`config.mk`:
```
export PLATFORM = sky130hd
export DESIGN_NAME = pes_top
export DESIGN_NICKNAME = d
export VERILOG_FILES = /design/src/hdl/pes_pkg.sv /design/src/hdl/pes_mask_or.sv /design/src/hdl/pes_top.sv
export SDC_FILE = /design/constraint.sdc
export NUM_CORES = 1
export LEC_CHECK = 0
export ABC_AREA = 1
export BUFFER_PORTS_ARGS = -buffer_cell sky130_fd_sc_hd__clkbuf_2
export CAP_MARGIN = 20
export CORE_MARGIN = 3
export CORE_UTILIZATION = 30
export CTS_CLUSTER_DIAMETER = 120
export DETAILED_ROUTE_END_ITERATION = 8
export PLACE_DENSITY_LB_ADDON = 0.12
export SETUP_SLACK_MARGIN = 0.05
export SYNTH_ARGS = -nofsm -noshare
export SYNTH_HDL_FRONTEND = slang
export SYNTH_HIERARCHICAL = 1
export SYNTH_SLANG_ARGS = --single-unit
```
`constraint.sdc`:
```
create_clock -name clock -period 2 [get_ports clock]
set_input_delay 0.1 -clock clock [delete_from_list [all_inputs] [get_ports clock]]
set_output_delay 0.1 -clock clock [all_outputs]
set_load 0.01 [all_outputs]
```
`src/hdl/pes_pkg.sv`:
```
`default_nettype none
package pes_pkg;

  // Register map, byte addresses on the APB bus.
  localparam logic [11:0] PES_CTRL_OFS = 12'h000;
  localparam logic [11:0] PES_STATUS_OFS = 12'h004;
  localparam logic [11:0] PES_CAUSE_OFS = 12'h008;
  localparam logic [11:0] PES_HITS_OFS = 12'h00c;

  // Control register field positions and reset value.
  localparam int PES_CTRL_SEL_LSB = 0;
  localparam int PES_CTRL_MASK_LSB = 8;
  localparam int PES_CTRL_EN_BIT = 16;
  localparam logic [31:0] PES_CTRL_RST = 32'h0000_0000;

  // Status register field positions.
  localparam int PES_STAT_INC_BIT = 0;
  localparam int PES_STAT_EMPTY_BIT = 1;
  localparam int PES_STAT_FULL_BIT = 2;
  localparam int PES_STAT_DEPTH_LSB = 8;

  // Event select codes.
  localparam logic [7:0] PES_EV_FLUSH = 8'h26;
  localparam logic [7:0] PES_EV_IDENT = 8'h27;
  localparam logic [7:0] PES_EV_NOT_HALTED = 8'h76;
  localparam logic [7:0] PES_EV_FETCH_STALL = 8'h87;
  localparam logic [7:0] PES_EV_RAS_HIT = 8'h88;
  localparam logic [7:0] PES_EV_RAS_OVF = 8'h89;
  localparam logic [7:0] PES_EV_RET_INSTR = 8'hc0;
  localparam logic [7:0] PES_EV_RET_UOP = 8'hc1;
  localparam logic [7:0] PES_EV_RET_BR = 8'hc2;
  localparam logic [7:0] PES_EV_RET_BR_MISP = 8'hc3;
  localparam logic [7:0] PES_EV_RET_TAKEN = 8'hc4;
  localparam logic [7:0] PES_EV_RET_TAKEN_MISP = 8'hc5;
  localparam logic [7:0] PES_EV_RET_FAR = 8'hc6;
  localparam logic [7:0] PES_EV_RESYNC = 8'hc7;
  localparam logic [7:0] PES_EV_NEAR_RET = 8'hc8;
  localparam logic [7:0] PES_EV_NEAR_RET_MISP = 8'hc9;
  localparam logic [7:0] PES_EV_IND_MISP = 8'hca;
  localparam logic [7:0] PES_EV_FP_CLASS = 8'hcb;
  localparam logic [7:0] PES_EV_INT_MASKED = 8'hcd;
  localparam logic [7:0] PES_EV_INT_MASKED_PEND = 8'hce;
  localparam logic [7:0] PES_EV_INT_TAKEN = 8'hcf;
  localparam logic [7:0] PES_EV_DEC_EMPTY = 8'hd0;
  localparam logic [7:0] PES_EV_STALL_ANY = 8'hd1;
  localparam logic [7:0] PES_EV_STALL_BR_ABORT = 8'hd2;
  localparam logic [7:0] PES_EV_STALL_SERIAL = 8'hd3;
  localparam logic [7:0] PES_EV_STALL_SEG = 8'hd4;
  localparam logic [7:0] PES_EV_STALL_ROB = 8'hd5;
  localparam logic [7:0] PES_EV_STALL_RS = 8'hd6;
  localparam logic [7:0] PES_EV_STALL_FPU = 8'hd7;
  localparam logic [7:0] PES_EV_STALL_LS = 8'hd8;
  localparam logic [7:0] PES_EV_STALL_QUIET = 8'hd9;
  localparam logic [7:0] PES_EV_STALL_FAR = 8'hda;

  // Instruction class qualifier bits for the class event.
  localparam int PES_FP_CLASSES = 4;
  localparam logic [7:0] PES_CLS_X87 = 8'h01;
  localparam logic [7:0] PES_CLS_MM_INT = 8'h02;
  localparam logic [7:0] PES_CLS_PACKED = 8'h04;
  localparam logic [7:0] PES_CLS_SCALAR = 8'h08;

  // Dispatch stall causes, in event code order from the branch abort cause up.
  localparam int PES_STALL_CAUSES = 9;

  // Per-cycle status from the pipeline, all on the core clock.
  typedef struct packed {
    logic fetch_stall;
    logic near_call;
    logic near_return;
    logic cache_line_flush_instr;
    logic processor_ident_instr;
    logic halt_state;
    logic stop_clock_request;
    logic ret_instr;
    logic ret_exc_int;
    logic ret_uop;
    logic ret_branch;
    logic ret_mispredict;
    logic ret_taken;
    logic ret_far;
    logic ret_resync;
    logic ret_near_return;
    logic ret_near_return_misp;
    logic ret_indirect_misp;
    logic [PES_FP_CLASSES-1:0] ret_fp_class;
    logic interrupt_enable_flag;
    logic interrupt_pending;
    logic hw_int_taken;
    logic decoder_empty;
    logic [PES_STALL_CAUSES-1:0] stall_cause;
  } pes_src_t;

  // APB request from the master.
  typedef struct packed {
    logic psel;
    logic penable;
    logic pwrite;
    logic [11:0] paddr;
    logic [31:0] pwdata;
    logic [3:0] pstrb;
  } pes_apb_req_t;

endpackage
`default_nettype wire

```
`src/hdl/pes_mask_or.sv`:
```
`timescale 1ns/1ps
`default_nettype none
module pes_mask_or #(
  parameter int WIDTH = 4
) (
  input wire logic [WIDTH-1:0] cond,
  input wire logic [WIDTH-1:0] enable,
  output logic hit
);
  logic [WIDTH-1:0] gated;

  if (WIDTH < 1) begin : g_bad
    $error("pes_mask_or needs at least one condition.");
  end

  // Each condition passes only when its enable bit is set.
  for (genvar i = 0; i < WIDTH; i++) begin : g_gate
    assign gated[i] = cond[i] & enable[i];
  end

  // Enabled conditions merge into one hit; an all-zero enable gives none.
  assign hit = |gated;
endmodule // pes_mask_or
`default_nettype wire

```
`src/hdl/pes_top.sv`:
```
`timescale 1ns/1ps
`default_nettype none
// Functional notes
// - Event 87h counts every cycle the instruction fetcher is stalled.
// - Event 88h counts near returns served from a non-empty return stack.
// - Event 89h counts calls overflowing the return stack; oldest entry dropped.
// - Events 26h and 27h count retired cache flush and identification instructions.
// - Event 76h counts clocks where the core is neither halted nor stop-clocked.
// - Event C0h counts retired instructions; each exception or interrupt counts once.
// - Event C1h counts all retired micro-operations of every origin.
// - Event C2h counts retired control-flow changes including exceptions and interrupts.
// - Event C3h counts mispredicted retired branches; far, exception, interrupt always count.
// - C4h counts retired taken branches with exceptions; C5h only mispredicted ones.
// - Event C6h counts retired far transfers, exceptions and interrupts.
// - Event C7h counts resync pipeline restarts.
// - C8h counts retired near returns; C9h those the predictor got wrong.
// - Event CAh counts retired indirect branches with mispredicted target.
// - Event CBh counts retired instructions of mask-enabled classes, one each.
// - Event CDh asserts every cycle the interrupt enable flag is clear.
// - Event CEh asserts while interrupts are masked and one is pending.
// - Event CFh counts hardware interrupts taken, never software interrupts.
// - Event D0h counts cycles where the decoder has nothing to dispatch.
// - Event D1h is the OR of stall causes D2h to DAh.
// - D2h branch abort drain, D3h serialization, D4h segment load stalls.
// - D5h reorder buffer, D6h reservation station, D7h FPU scheduler full stalls.
// - Event D8h counts dispatch stalls for a full load/store unit.
module pes_top #(
  parameter int RAS_DEPTH = 8
) (
  input wire logic clock,
  input wire logic reset_n,
  input wire pes_pkg::pes_apb_req_t apb_req,
  output logic pready,
  output logic pslverr,
  output logic [31:0] prdata,
  input wire pes_pkg::pes_src_t src,
  output logic count_inc
);
  import pes_pkg::*;

  localparam int DW = $clog2(RAS_DEPTH + 1);

  if (RAS_DEPTH < 1 || RAS_DEPTH > 255) begin : g_bad_depth
    $error("pes_top RAS_DEPTH must lie between 1 and 255.");
  end

  // Control and APB state.
  logic [7:0] sel_q, sel_d;
  logic [7:0] umask_q, umask_d;
  logic en_q, en_d;
  logic pready_q, pready_d;
  logic pslverr_q, pslverr_d;
  logic [31:0] prdata_q, prdata_d;

  // Return stack occupancy tracker.
  logic [DW-1:0] depth_q, depth_d;
  logic ras_hit, ras_ovf;

  // Event selection state.
  logic inc_q, inc_d;
  logic [31:0] hits_q, hits_d;
  logic fp_hit, stall_any, ev_hit;

  // Access decode helpers.
  logic setup, access_done, addr_hit;

  assign setup = apb_req.psel & ~apb_req.penable;
  assign access_done = apb_req.psel & apb_req.penable & pready_q;
  assign addr_hit = (apb_req.paddr == PES_CTRL_OFS) || (apb_req.paddr == PES_STATUS_OFS) ||
                    (apb_req.paddr == PES_CAUSE_OFS) || (apb_req.paddr == PES_HITS_OFS);

  // Register writes take effect at the completing edge, per byte lane.
  always_comb begin
    sel_d = sel_q;
    umask_d = umask_q;
    en_d = en_q;
    if (access_done && apb_req.pwrite && apb_req.paddr == PES_CTRL_OFS) begin
      if (apb_req.pstrb[0]) begin
        sel_d = apb_req.pwdata[PES_CTRL_SEL_LSB +: 8];
      end
      if (apb_req.pstrb[1]) begin
        umask_d = apb_req.pwdata[PES_CTRL_MASK_LSB +: 8];
      end
      if (apb_req.pstrb[2]) begin
        en_d = apb_req.pwdata[PES_CTRL_EN_BIT];
      end
    end
  end

  // The answer is prepared during setup so the access phase needs no wait state.
  always_comb begin
    pready_d = 1'b0;
    pslverr_d = 1'b0;
    prdata_d = 32'h0000_0000;
    if (setup) begin
      pready_d = 1'b1;
      pslverr_d = ~addr_hit;
      if (!apb_req.pwrite) begin
        unique case (apb_req.paddr)
          PES_CTRL_OFS: begin
            prdata_d[PES_CTRL_SEL_LSB +: 8] = sel_q;
            prdata_d[PES_CTRL_MASK_LSB +: 8] = umask_q;
            prdata_d[PES_CTRL_EN_BIT] = en_q;
          end
          PES_STATUS_OFS: begin
            prdata_d[PES_STAT_INC_BIT] = inc_q;
            prdata_d[PES_STAT_EMPTY_BIT] = (depth_q == '0);
            prdata_d[PES_STAT_FULL_BIT] = (depth_q == DW'(RAS_DEPTH));
            prdata_d[PES_STAT_DEPTH_LSB +: DW] = depth_q;
          end
          PES_CAUSE_OFS: begin
            prdata_d[PES_STALL_CAUSES-1:0] = src.stall_cause;
          end
          PES_HITS_OFS: begin
            prdata_d = hits_q;
          end
          default: begin
            prdata_d = 32'h0000_0000;
          end
        endcase
      end
    end
  end

  // Return stack occupancy: a call at full depth keeps the stack full, which drops the oldest entry.
  always_comb begin
    depth_d = depth_q;
    ras_hit = src.near_return && (depth_q != '0);
    ras_ovf = src.near_call && (depth_q == DW'(RAS_DEPTH)) && !src.near_return;
    if (src.near_call && !src.near_return) begin
      if (depth_q != DW'(RAS_DEPTH)) begin
        depth_d = depth_q + DW'(1);
      end
    end else if (src.near_return && !src.near_call) begin
      if (depth_q != '0) begin
        depth_d = depth_q - DW'(1);
      end
    end
  end

  // Net dispatch stall is a plain OR, so overlapping causes count once.
  assign stall_any = |src.stall_cause;

  // Class qualifier for the retired floating point and SIMD event.
  pes_mask_or #(
    .WIDTH(PES_FP_CLASSES)
  ) u_fp_mask (
    .cond(src.ret_fp_class),
    .enable(umask_q[PES_FP_CLASSES-1:0]),
    .hit(fp_hit)
  );

  // Select the condition for the chosen event; unknown codes never count.
  always_comb begin
    ev_hit = 1'b0;
    unique case (sel_q)
      PES_EV_FETCH_STALL: ev_hit = src.fetch_stall;
      PES_EV_RAS_HIT: ev_hit = ras_hit;
      PES_EV_RAS_OVF: ev_hit = ras_ovf;
      PES_EV_FLUSH: ev_hit = src.cache_line_flush_instr;
      PES_EV_IDENT: ev_hit = src.processor_ident_instr;
      PES_EV_NOT_HALTED: ev_hit = ~(src.halt_state | src.stop_clock_request);
      PES_EV_RET_INSTR: ev_hit = src.ret_instr | src.ret_exc_int;
      PES_EV_RET_UOP: ev_hit = src.ret_uop;
      PES_EV_RET_BR: ev_hit = src.ret_branch | src.ret_far | src.ret_exc_int;
      PES_EV_RET_BR_MISP: begin
        ev_hit = (src.ret_branch & src.ret_mispredict) | src.ret_far | src.ret_exc_int;
      end
      PES_EV_RET_TAKEN: ev_hit = src.ret_taken | src.ret_exc_int;
      PES_EV_RET_TAKEN_MISP: ev_hit = src.ret_taken & src.ret_mispredict;
      PES_EV_RET_FAR: ev_hit = src.ret_far | src.ret_exc_int;
      PES_EV_RESYNC: ev_hit = src.ret_resync;
      PES_EV_NEAR_RET: ev_hit = src.ret_near_return;
      PES_EV_NEAR_RET_MISP: ev_hit = src.ret_near_return & src.ret_near_return_misp;
      PES_EV_IND_MISP: ev_hit = src.ret_indirect_misp;
      PES_EV_FP_CLASS: ev_hit = fp_hit;
      PES_EV_INT_MASKED: ev_hit = ~src.interrupt_enable_flag;
      PES_EV_INT_MASKED_PEND: ev_hit = ~src.interrupt_enable_flag & src.interrupt_pending;
      PES_EV_INT_TAKEN: ev_hit = src.hw_int_taken;
      PES_EV_DEC_EMPTY: ev_hit = src.decoder_empty;
      PES_EV_STALL_ANY: ev_hit = stall_any;
      PES_EV_STALL_BR_ABORT: ev_hit = src.stall_cause[0];
      PES_EV_STALL_SERIAL: ev_hit = src.stall_cause[1];
      PES_EV_STALL_SEG: ev_hit = src.stall_cause[2];
      PES_EV_STALL_ROB: ev_hit = src.stall_cause[3];
      PES_EV_STALL_RS: ev_hit = src.stall_cause[4];
      PES_EV_STALL_FPU: ev_hit = src.stall_cause[5];
      PES_EV_STALL_LS: ev_hit = src.stall_cause[6];
      PES_EV_STALL_QUIET: ev_hit = src.stall_cause[7];
      PES_EV_STALL_FAR: ev_hit = src.stall_cause[8];
      default: ev_hit = 1'b0;
    endcase
  end

  // One increment per cycle at most, and a tally that software can read back.
  always_comb begin
    inc_d = en_q & ev_hit;
    hits_d = hits_q;
    if (access_done && apb_req.pwrite && apb_req.paddr == PES_HITS_OFS) begin
      hits_d = 32'h0000_0000;
    end else if (inc_q) begin
      hits_d = hits_q + 32'h0000_0001;
    end
  end

  // All state registers, cleared by the synchronous reset.
  always_ff @(posedge clock) begin
    if (!reset_n) begin
      sel_q <= PES_CTRL_RST[PES_CTRL_SEL_LSB +: 8];
      umask_q <= PES_CTRL_RST[PES_CTRL_MASK_LSB +: 8];
      en_q <= PES_CTRL_RST[PES_CTRL_EN_BIT];
      pready_q <= 1'b0;
      pslverr_q <= 1'b0;
      prdata_q <= 32'h0000_0000;
      depth_q <= '0;
      inc_q <= 1'b0;
      hits_q <= 32'h0000_0000;
    end else begin
      sel_q <= sel_d;
      umask_q <= umask_d;
      en_q <= en_d;
      pready_q <= pready_d;
      pslverr_q <= pslverr_d;
      prdata_q <= prdata_d;
      depth_q <= depth_d;
      inc_q <= inc_d;
      hits_q <= hits_d;
    end
  end

  // Outputs come straight from flip-flops.
  assign pready = pready_q;
  assign pslverr = pslverr_q;
  assign prdata = prdata_q;
  assign count_inc = inc_q;
endmodule // pes_top
`default_nettype wire

```
======== Word-level counts from Yosys, hierarchy flattened ========
Cells that the tools add are included.
storage, ports and cells
  output and inout bits ................... 35
  RAM bits ................................ 0
  bits of input ports ..................... 88
  bits in latches ......................... 0
  logic and storage cells ................. 117
  register bits ........................... 88
  memory bits (read-only) ................. 0
  memories kept ........................... 0
operators by class
  reductions and logical operators ........ 28
  mux-type cells .......................... 11
  add/sub/neg operators ................... 3
  shift-type cells ........................ 0
  divide/modulo/power cells ............... 0
  $mul .................................... 0
  bitwise gates (word level) .............. 27
  $lt $le $gt $ge ......................... 0
  equality and inequality tests ........... 38
operator list
  operator                                                          number
  8-bit == test, second input constant                              29
  32-bit by 1-bit adder with 32-bit output, second input constant   1
  1-bit case mux with 32 select lines                               1
  12-bit by 4-bit == test with 1-bit output, second input constant  2
  8-bit by 6-bit == test with 1-bit output, second input constant   2
  4-bit 2-to-1 mux                                                  4
  5-bit case mux with 3 select lines                                1
  1-bit AND                                                         12
  12-bit by 3-bit == test with 1-bit output, second input constant  1
  12-bit logical NOT                                                1
  3-bit case mux with 4 select lines                                1
  5-bit case mux with 2 select lines                                1
  3-bit case mux with 3 select lines                                1
  9-bit OR reduction                                                1
  8-bit by 7-bit == test with 1-bit output, second input constant   1
  1-bit logical AND                                                 8
  1-bit OR                                                          8
  2-bit AND reduction                                               4
  4-bit OR reduction                                                2
  1-bit NOT                                                         7
  4-bit by 1-bit adder with 4-bit output, second input constant     1
  4-bit == test, second input constant                              1
  4-bit logical NOT                                                 1
  4-bit inequality test, second input constant                      1
  11 further kinds                                                  15

======== Logic depth before layout (Yosys ltp) ========
  word-level depth ........................ 5
  mapped depth ............................ 14

======== Cells and area by module ========
The synthesis kept the hierarchy.
by module, submodules not included
  module       times used  area an instance (um2)  cells an instance
  pes_top      1           4524.3                  659
  pes_mask_or  1           33.8                    9

======== Worst setup path before layout ========
OpenSTA, ideal clock, no wires.
  kind .................................... register -> register
  from .................................... register inc_q, in the netlist count_inc
  to ...................................... register hits_q[13]
  data required time ...................... 1.885 ns
  stages on the path, launching flop included .. 10
  period minus slack after synthesis ...... 1.435 ns
  library setup time ...................... 0.115 ns
  slack ................................... 0.565 ns
  arrival ................................. 1.320 ns
  cells stage by stage .................... dfxtp_1 buf_2 nand4_1 nor2_1 nand2_1 nor2_1 inv_1 nor2_1 xnor2_1 nor2_1
RTL lines
  item                      line            text
  start: declaration        pes_top.sv:60   logic inc_q, inc_d;
  start signal: assignment  pes_top.sv:226  inc_q <= inc_d;
  end signal: assignment    pes_top.sv:227  hits_q <= hits_d;
  end: declaration          pes_top.sv:61   logic [31:0] hits_q, hits_d;

======== Final worst setup path ========
  from .................................... register hits_q[0]
  to ...................................... register hits_q[14]
between the ends
  word-level cells in the longest chain between the ends .. 1
ends and longest elaborated chain
  item                                      line            text
  32-bit by 1-bit adder with 32-bit output  pes_top.sv:202  hits_d = hits_q + 32'h0000_0001;
No other way between the ends.
A chain may end at the register's enable or synchronous reset.

==> impl_summary.txt <==
----------------------------------------------------
[Finish]
  Diodes inserted ... 0
  Fillcell total ... 1648
  Area used by multi-input combinational logic ... 2360 sq um
  Net count reported at finish ... 879
  Count of placed standard cells in the final layout, fillers left out ... 976
  Signed area change from the synthesized netlist to the final layout ... 23.5%
  Post-route standard cell area excluding fillers ... 5630 sq um
  FF+latch area ... 1760 sq um
  Fraction of layout instances using a drive strength above 1 ... 0.202
  Util after Layout ... 0.383

[Worst setup path]
  Worst-case reg-to-reg path depth ... 9
  Crit. Startpoint ... hits_q[0]
  R2R setup slack ... 0.31 ns
  Cell-by-cell trace of the critical path ... ha_1 > nand2_1 > nor2_1 > inv_1 > nor2_2 > nand2_1 > nor2_1 > xnor2_1 > nor2_1
  Crit-path max FO ... 5
  Type of element capturing the critical path ... flop
  Critical Setup Path Class ... flop to flop
  Slowest cell delay on critical path ... 0.40 ns
  Arrival time worst endpoint ... 1.93 ns
  Cell repeated most along the worst path ... nor2_1
  Worst path slowest cell ... dfxtp_1
  Reg2Reg Capture Point ... hits_q[14]
  Startpoint class of the critical path ... flop
  Crit path required time ... 2.24 ns
  Origin of the critical flop-to-flop path ... hits_q[0]

[Die]
  Die area ... 16700 sq um
  Initial Util ... 0.310
  Floorplan row count ... 44
  Core area ... 14700 sq um
  Die Y ... 129 um
  Top-level I/O count ... 123
  Die outline width ... 129 um

[Clocking]
  Clock insertion delay at the later pin of the skew report ... 0.34 ns
  TritonCTS clock tree ... done
  Clock buffer count from CTS ... 9
  Bufs on Longest Clock Path ... 2
  Clock Pin Slew Worst Setup and Hold Paths ... 0.07 ns
  CTS Root Cell ... clkbuf_16
  H-tree lvl count ... 3
  Post-CTS Repair Setup Buffers ... 0
  Number of clock sinks ... 88

[Min path]
  Startpoint of the tightest hold check path ... apb_req[49]
  Number of cells on the worst hold path ... 2
  Hold endpoint ... pready
  Min-delay worst type ... primary input to flop

[STA]
  Slew at the pin closest to its max-slew limit ... 0.443 ns
  Max frequency ... 0.591 GHz
  Unrepaired setup endpoints after global routing ... false
  Normalized max-slew margin ... 0.704
  Final Hold Fails ... 0
  Minimum clock period after layout ... 1.69 ns
  Number of setup violations in the final report ... 0
  Final Max Slew Viols ... 0
  Post-route clock period utilization ... 0.846
  Total Neg Setup Slack ... 0 ns
  Final clock skew ... 0.00643 ns
  Fin worst setup slack ... 0.307 ns

[Status]
  Result of the run ... completed

[Global routing]
  First-pass GRT wire length ... 22200 um
  Overall overflow remaining after global route ... 0
  Vias in the first global route ... 4385
  Maximum number of pins on one net before global-route repair ... 19
  Global-route usage over all layers ... 0.170
  Initial antenna violation count ... 0

[Synth]
  Sequential area share after synthesis ... 0.386
  Cells taking the most area after synthesis ... dfxtp_1, nand2_1, nor2_1
  Main combinational cell family by area after synthesis ... simple AND/OR/NAND/NOR gates
  Simple-gate share of the synthesized area ... 0.372
  Share of synthesized registers carrying an async set or reset ... 0
  Post-Synth XOR/XNOR Area ... 0.0288
  Number of different library cells in the post-synthesis netlist ... 40
  Avg Cell Area, Syn ... 6.82 sq um
  Synthesized-area fraction occupied by adder cells ... 0.0126
  Area share of the largest cell type after synthesis ... 0.386
  Post-synthesis compound-gate area fraction ... 0.104
  Number of nets in the synthesized netlist ... 760
  Register bit count reported by yosys ... 88
  Portion of netlist area occupied by mux cells ... 0
  Cells after Synth ... 668
  Number of enable-type register cells in the synthesized netlist ... 0
  Most numerous cell types in the synthesized netlist ... nand2_1, nor2_1, inv_1
  Most frequent cell after synthesis ... nand2_1
  Most instantiated flip-flop cell in the synthesis netlist ... dfxtp_1
  Count of yosys warnings during synthesis ... 6
  Post-synthesis cell type with the largest combined area ... dfxtp_1
  Post-Synthesis Cell Area ... 4560 sq um

[Placed design]
  Count of input and output buffers ... 106
  DP Cell Count ... 957
  Area after DPL ... 5310 sq um
  Final HPWL DP ... 11300 um
  Gp weighted congestion ... 0.841
  Worst slack after detailed placement ... 0.288 ns

[Power and ir drop]
  Pwr per Cell Area ... 649 nW/um^2
  Combinational share of power ... 0.069
  Internal power consumption ... 2.74 mW
  Worst supply voltage drop on vdd ... 0.000452 V
  Leakage power ... 2.37 nW
  Switching component of the power ... 915 uW
  Fraction of power consumed by the clock network ... 0.441
  Sequential fraction of design power ... 0.490
  Share of total power consumed by net switching ... 0.251

[Drt]
  Sum of routed wire length over all layers ... 13700 um
  Via-per-instance ratio ... 4.73
  First DRT Iteration DRCs ... 337
  Via total after detailed routing ... 4615
  Routed wire length per instance ... 14.0 um
  Detailed-route DRC error count ... 0
  Detailed Routing Iterations Pass 1 ... 6
  Antenna Nets Post-Route ... 0

[Flow run]
  Total of max-cap violations ... 0

----------------------------------------------------
==> kinds of logic (layout without fill, tap and decap cells) <==
kind of cell	after synthesis	count (layout)
xor gates and xnor gates	15	15
buffers and inverters	107	231
DFF	88	88
adders and majority gates	4	4
AOI/OAI and AO/OA	83	83
and+or+nand+nor	371	371
==> through the flow <==
step                power, mW  hold WS, ns
floorplan                1.95        0.179
global placement         2.07        0.359
detailed placement       2.08        0.364
CTS                      3.71      0.00113
global route             3.81      0.00958
finish                   3.65       0.0112
==> how the worst max path moves through the flow <==
stage	end	slack [ns]	cells after the start
finish	hits_q[14]	0.31	9
global route	hits_q[23]	0.11	7
CTS	count_inc	0.27	11
detailed placement	count_inc	0.29	11
global placement	count_inc	0.29	11
floorplan	hits_q[13]	0.57	9
==> final cells by class <==
type	instances	area share
well taps	184	0.0409
clock buffers	10	0.0407
clock inverters	6	0.00956
repair buffers	118	0.112
inverters	97	0.0647
flip-flops and latches	88	0.313
multi-input cells	473	0.420
==> cell usage in the layout (no fill, tap or decap), drive strengths merged, types with 3 or more instances in the layout <==
cell type and instances:
xnor2 4, nor3b 4, dlygate4sd3 3, nand4 17
a21oi 43, ha 3, nand3 53, clkbuf 116
o21ai 23, clkinv 3, o211ai 4, o221ai 4
o22ai 3, nor2 126, xor2 11, inv 99
buf 9, a31oi 4, dfxtp 88, nor4 4
nor3 24, nand2 142
==> power by group through the flow <==
stage               Clock (mW)  Combinational [mW]  Sequential [mW]
finish                    1.61               0.252             1.79
global route              1.74               0.285             1.79
CTS                       1.66               0.256             1.79
detailed placement           0               0.250             1.83
global placement             0               0.244             1.83
floorplan                    0               0.129             1.82
==> registers in the layout (all words and copies together), names as in the netlist <==
register / count
umask_q: 8
pready: 1
prdata: 32
en_q: 1
hits_q: 32
count_inc: 1
sel_q: 8
depth_q: 4
pslverr: 1
==> per-layer routing <==
| layer | share of wire | track usage | up-vias |
|---|---|---|---|
| li1 | - | - | 2392 |
| met1 | 0.51 | 0.247 | 2090 |
| met2 | 0.43 | 0.257 | 119 |
| met3 | 0.049 | 0.0379 | 14 |
| met4 | 0.011 | 0.0420 | 0 |
| met5 | 0 | 0 | - |
==> worst max-delay path: cells and delay by family (launching register included) <==
| family | cells | cell delay (ns) |
|---|---|---|
| XOR/XNOR | 1 | 0.13 |
| flip-flops | 1 | 0.40 |
| AND/OR/NAND/NOR | 6 | 0.76 |
| buffers and inverters | 1 | 0.11 |
| adder cells (fa/ha/maj) | 1 | 0.19 |
==> repair_timing <==
| item | in CTS | in global routing |
|---|---|---|
| endpoints found under the setup margin | 0 | 1 |
| resized for setup | 0 | 1 |
| hold buffers | 3 | 0 |
| endpoints found under the hold margin | 3 | 0 |
No activity file was read; power rests on OpenSTA's default activity.
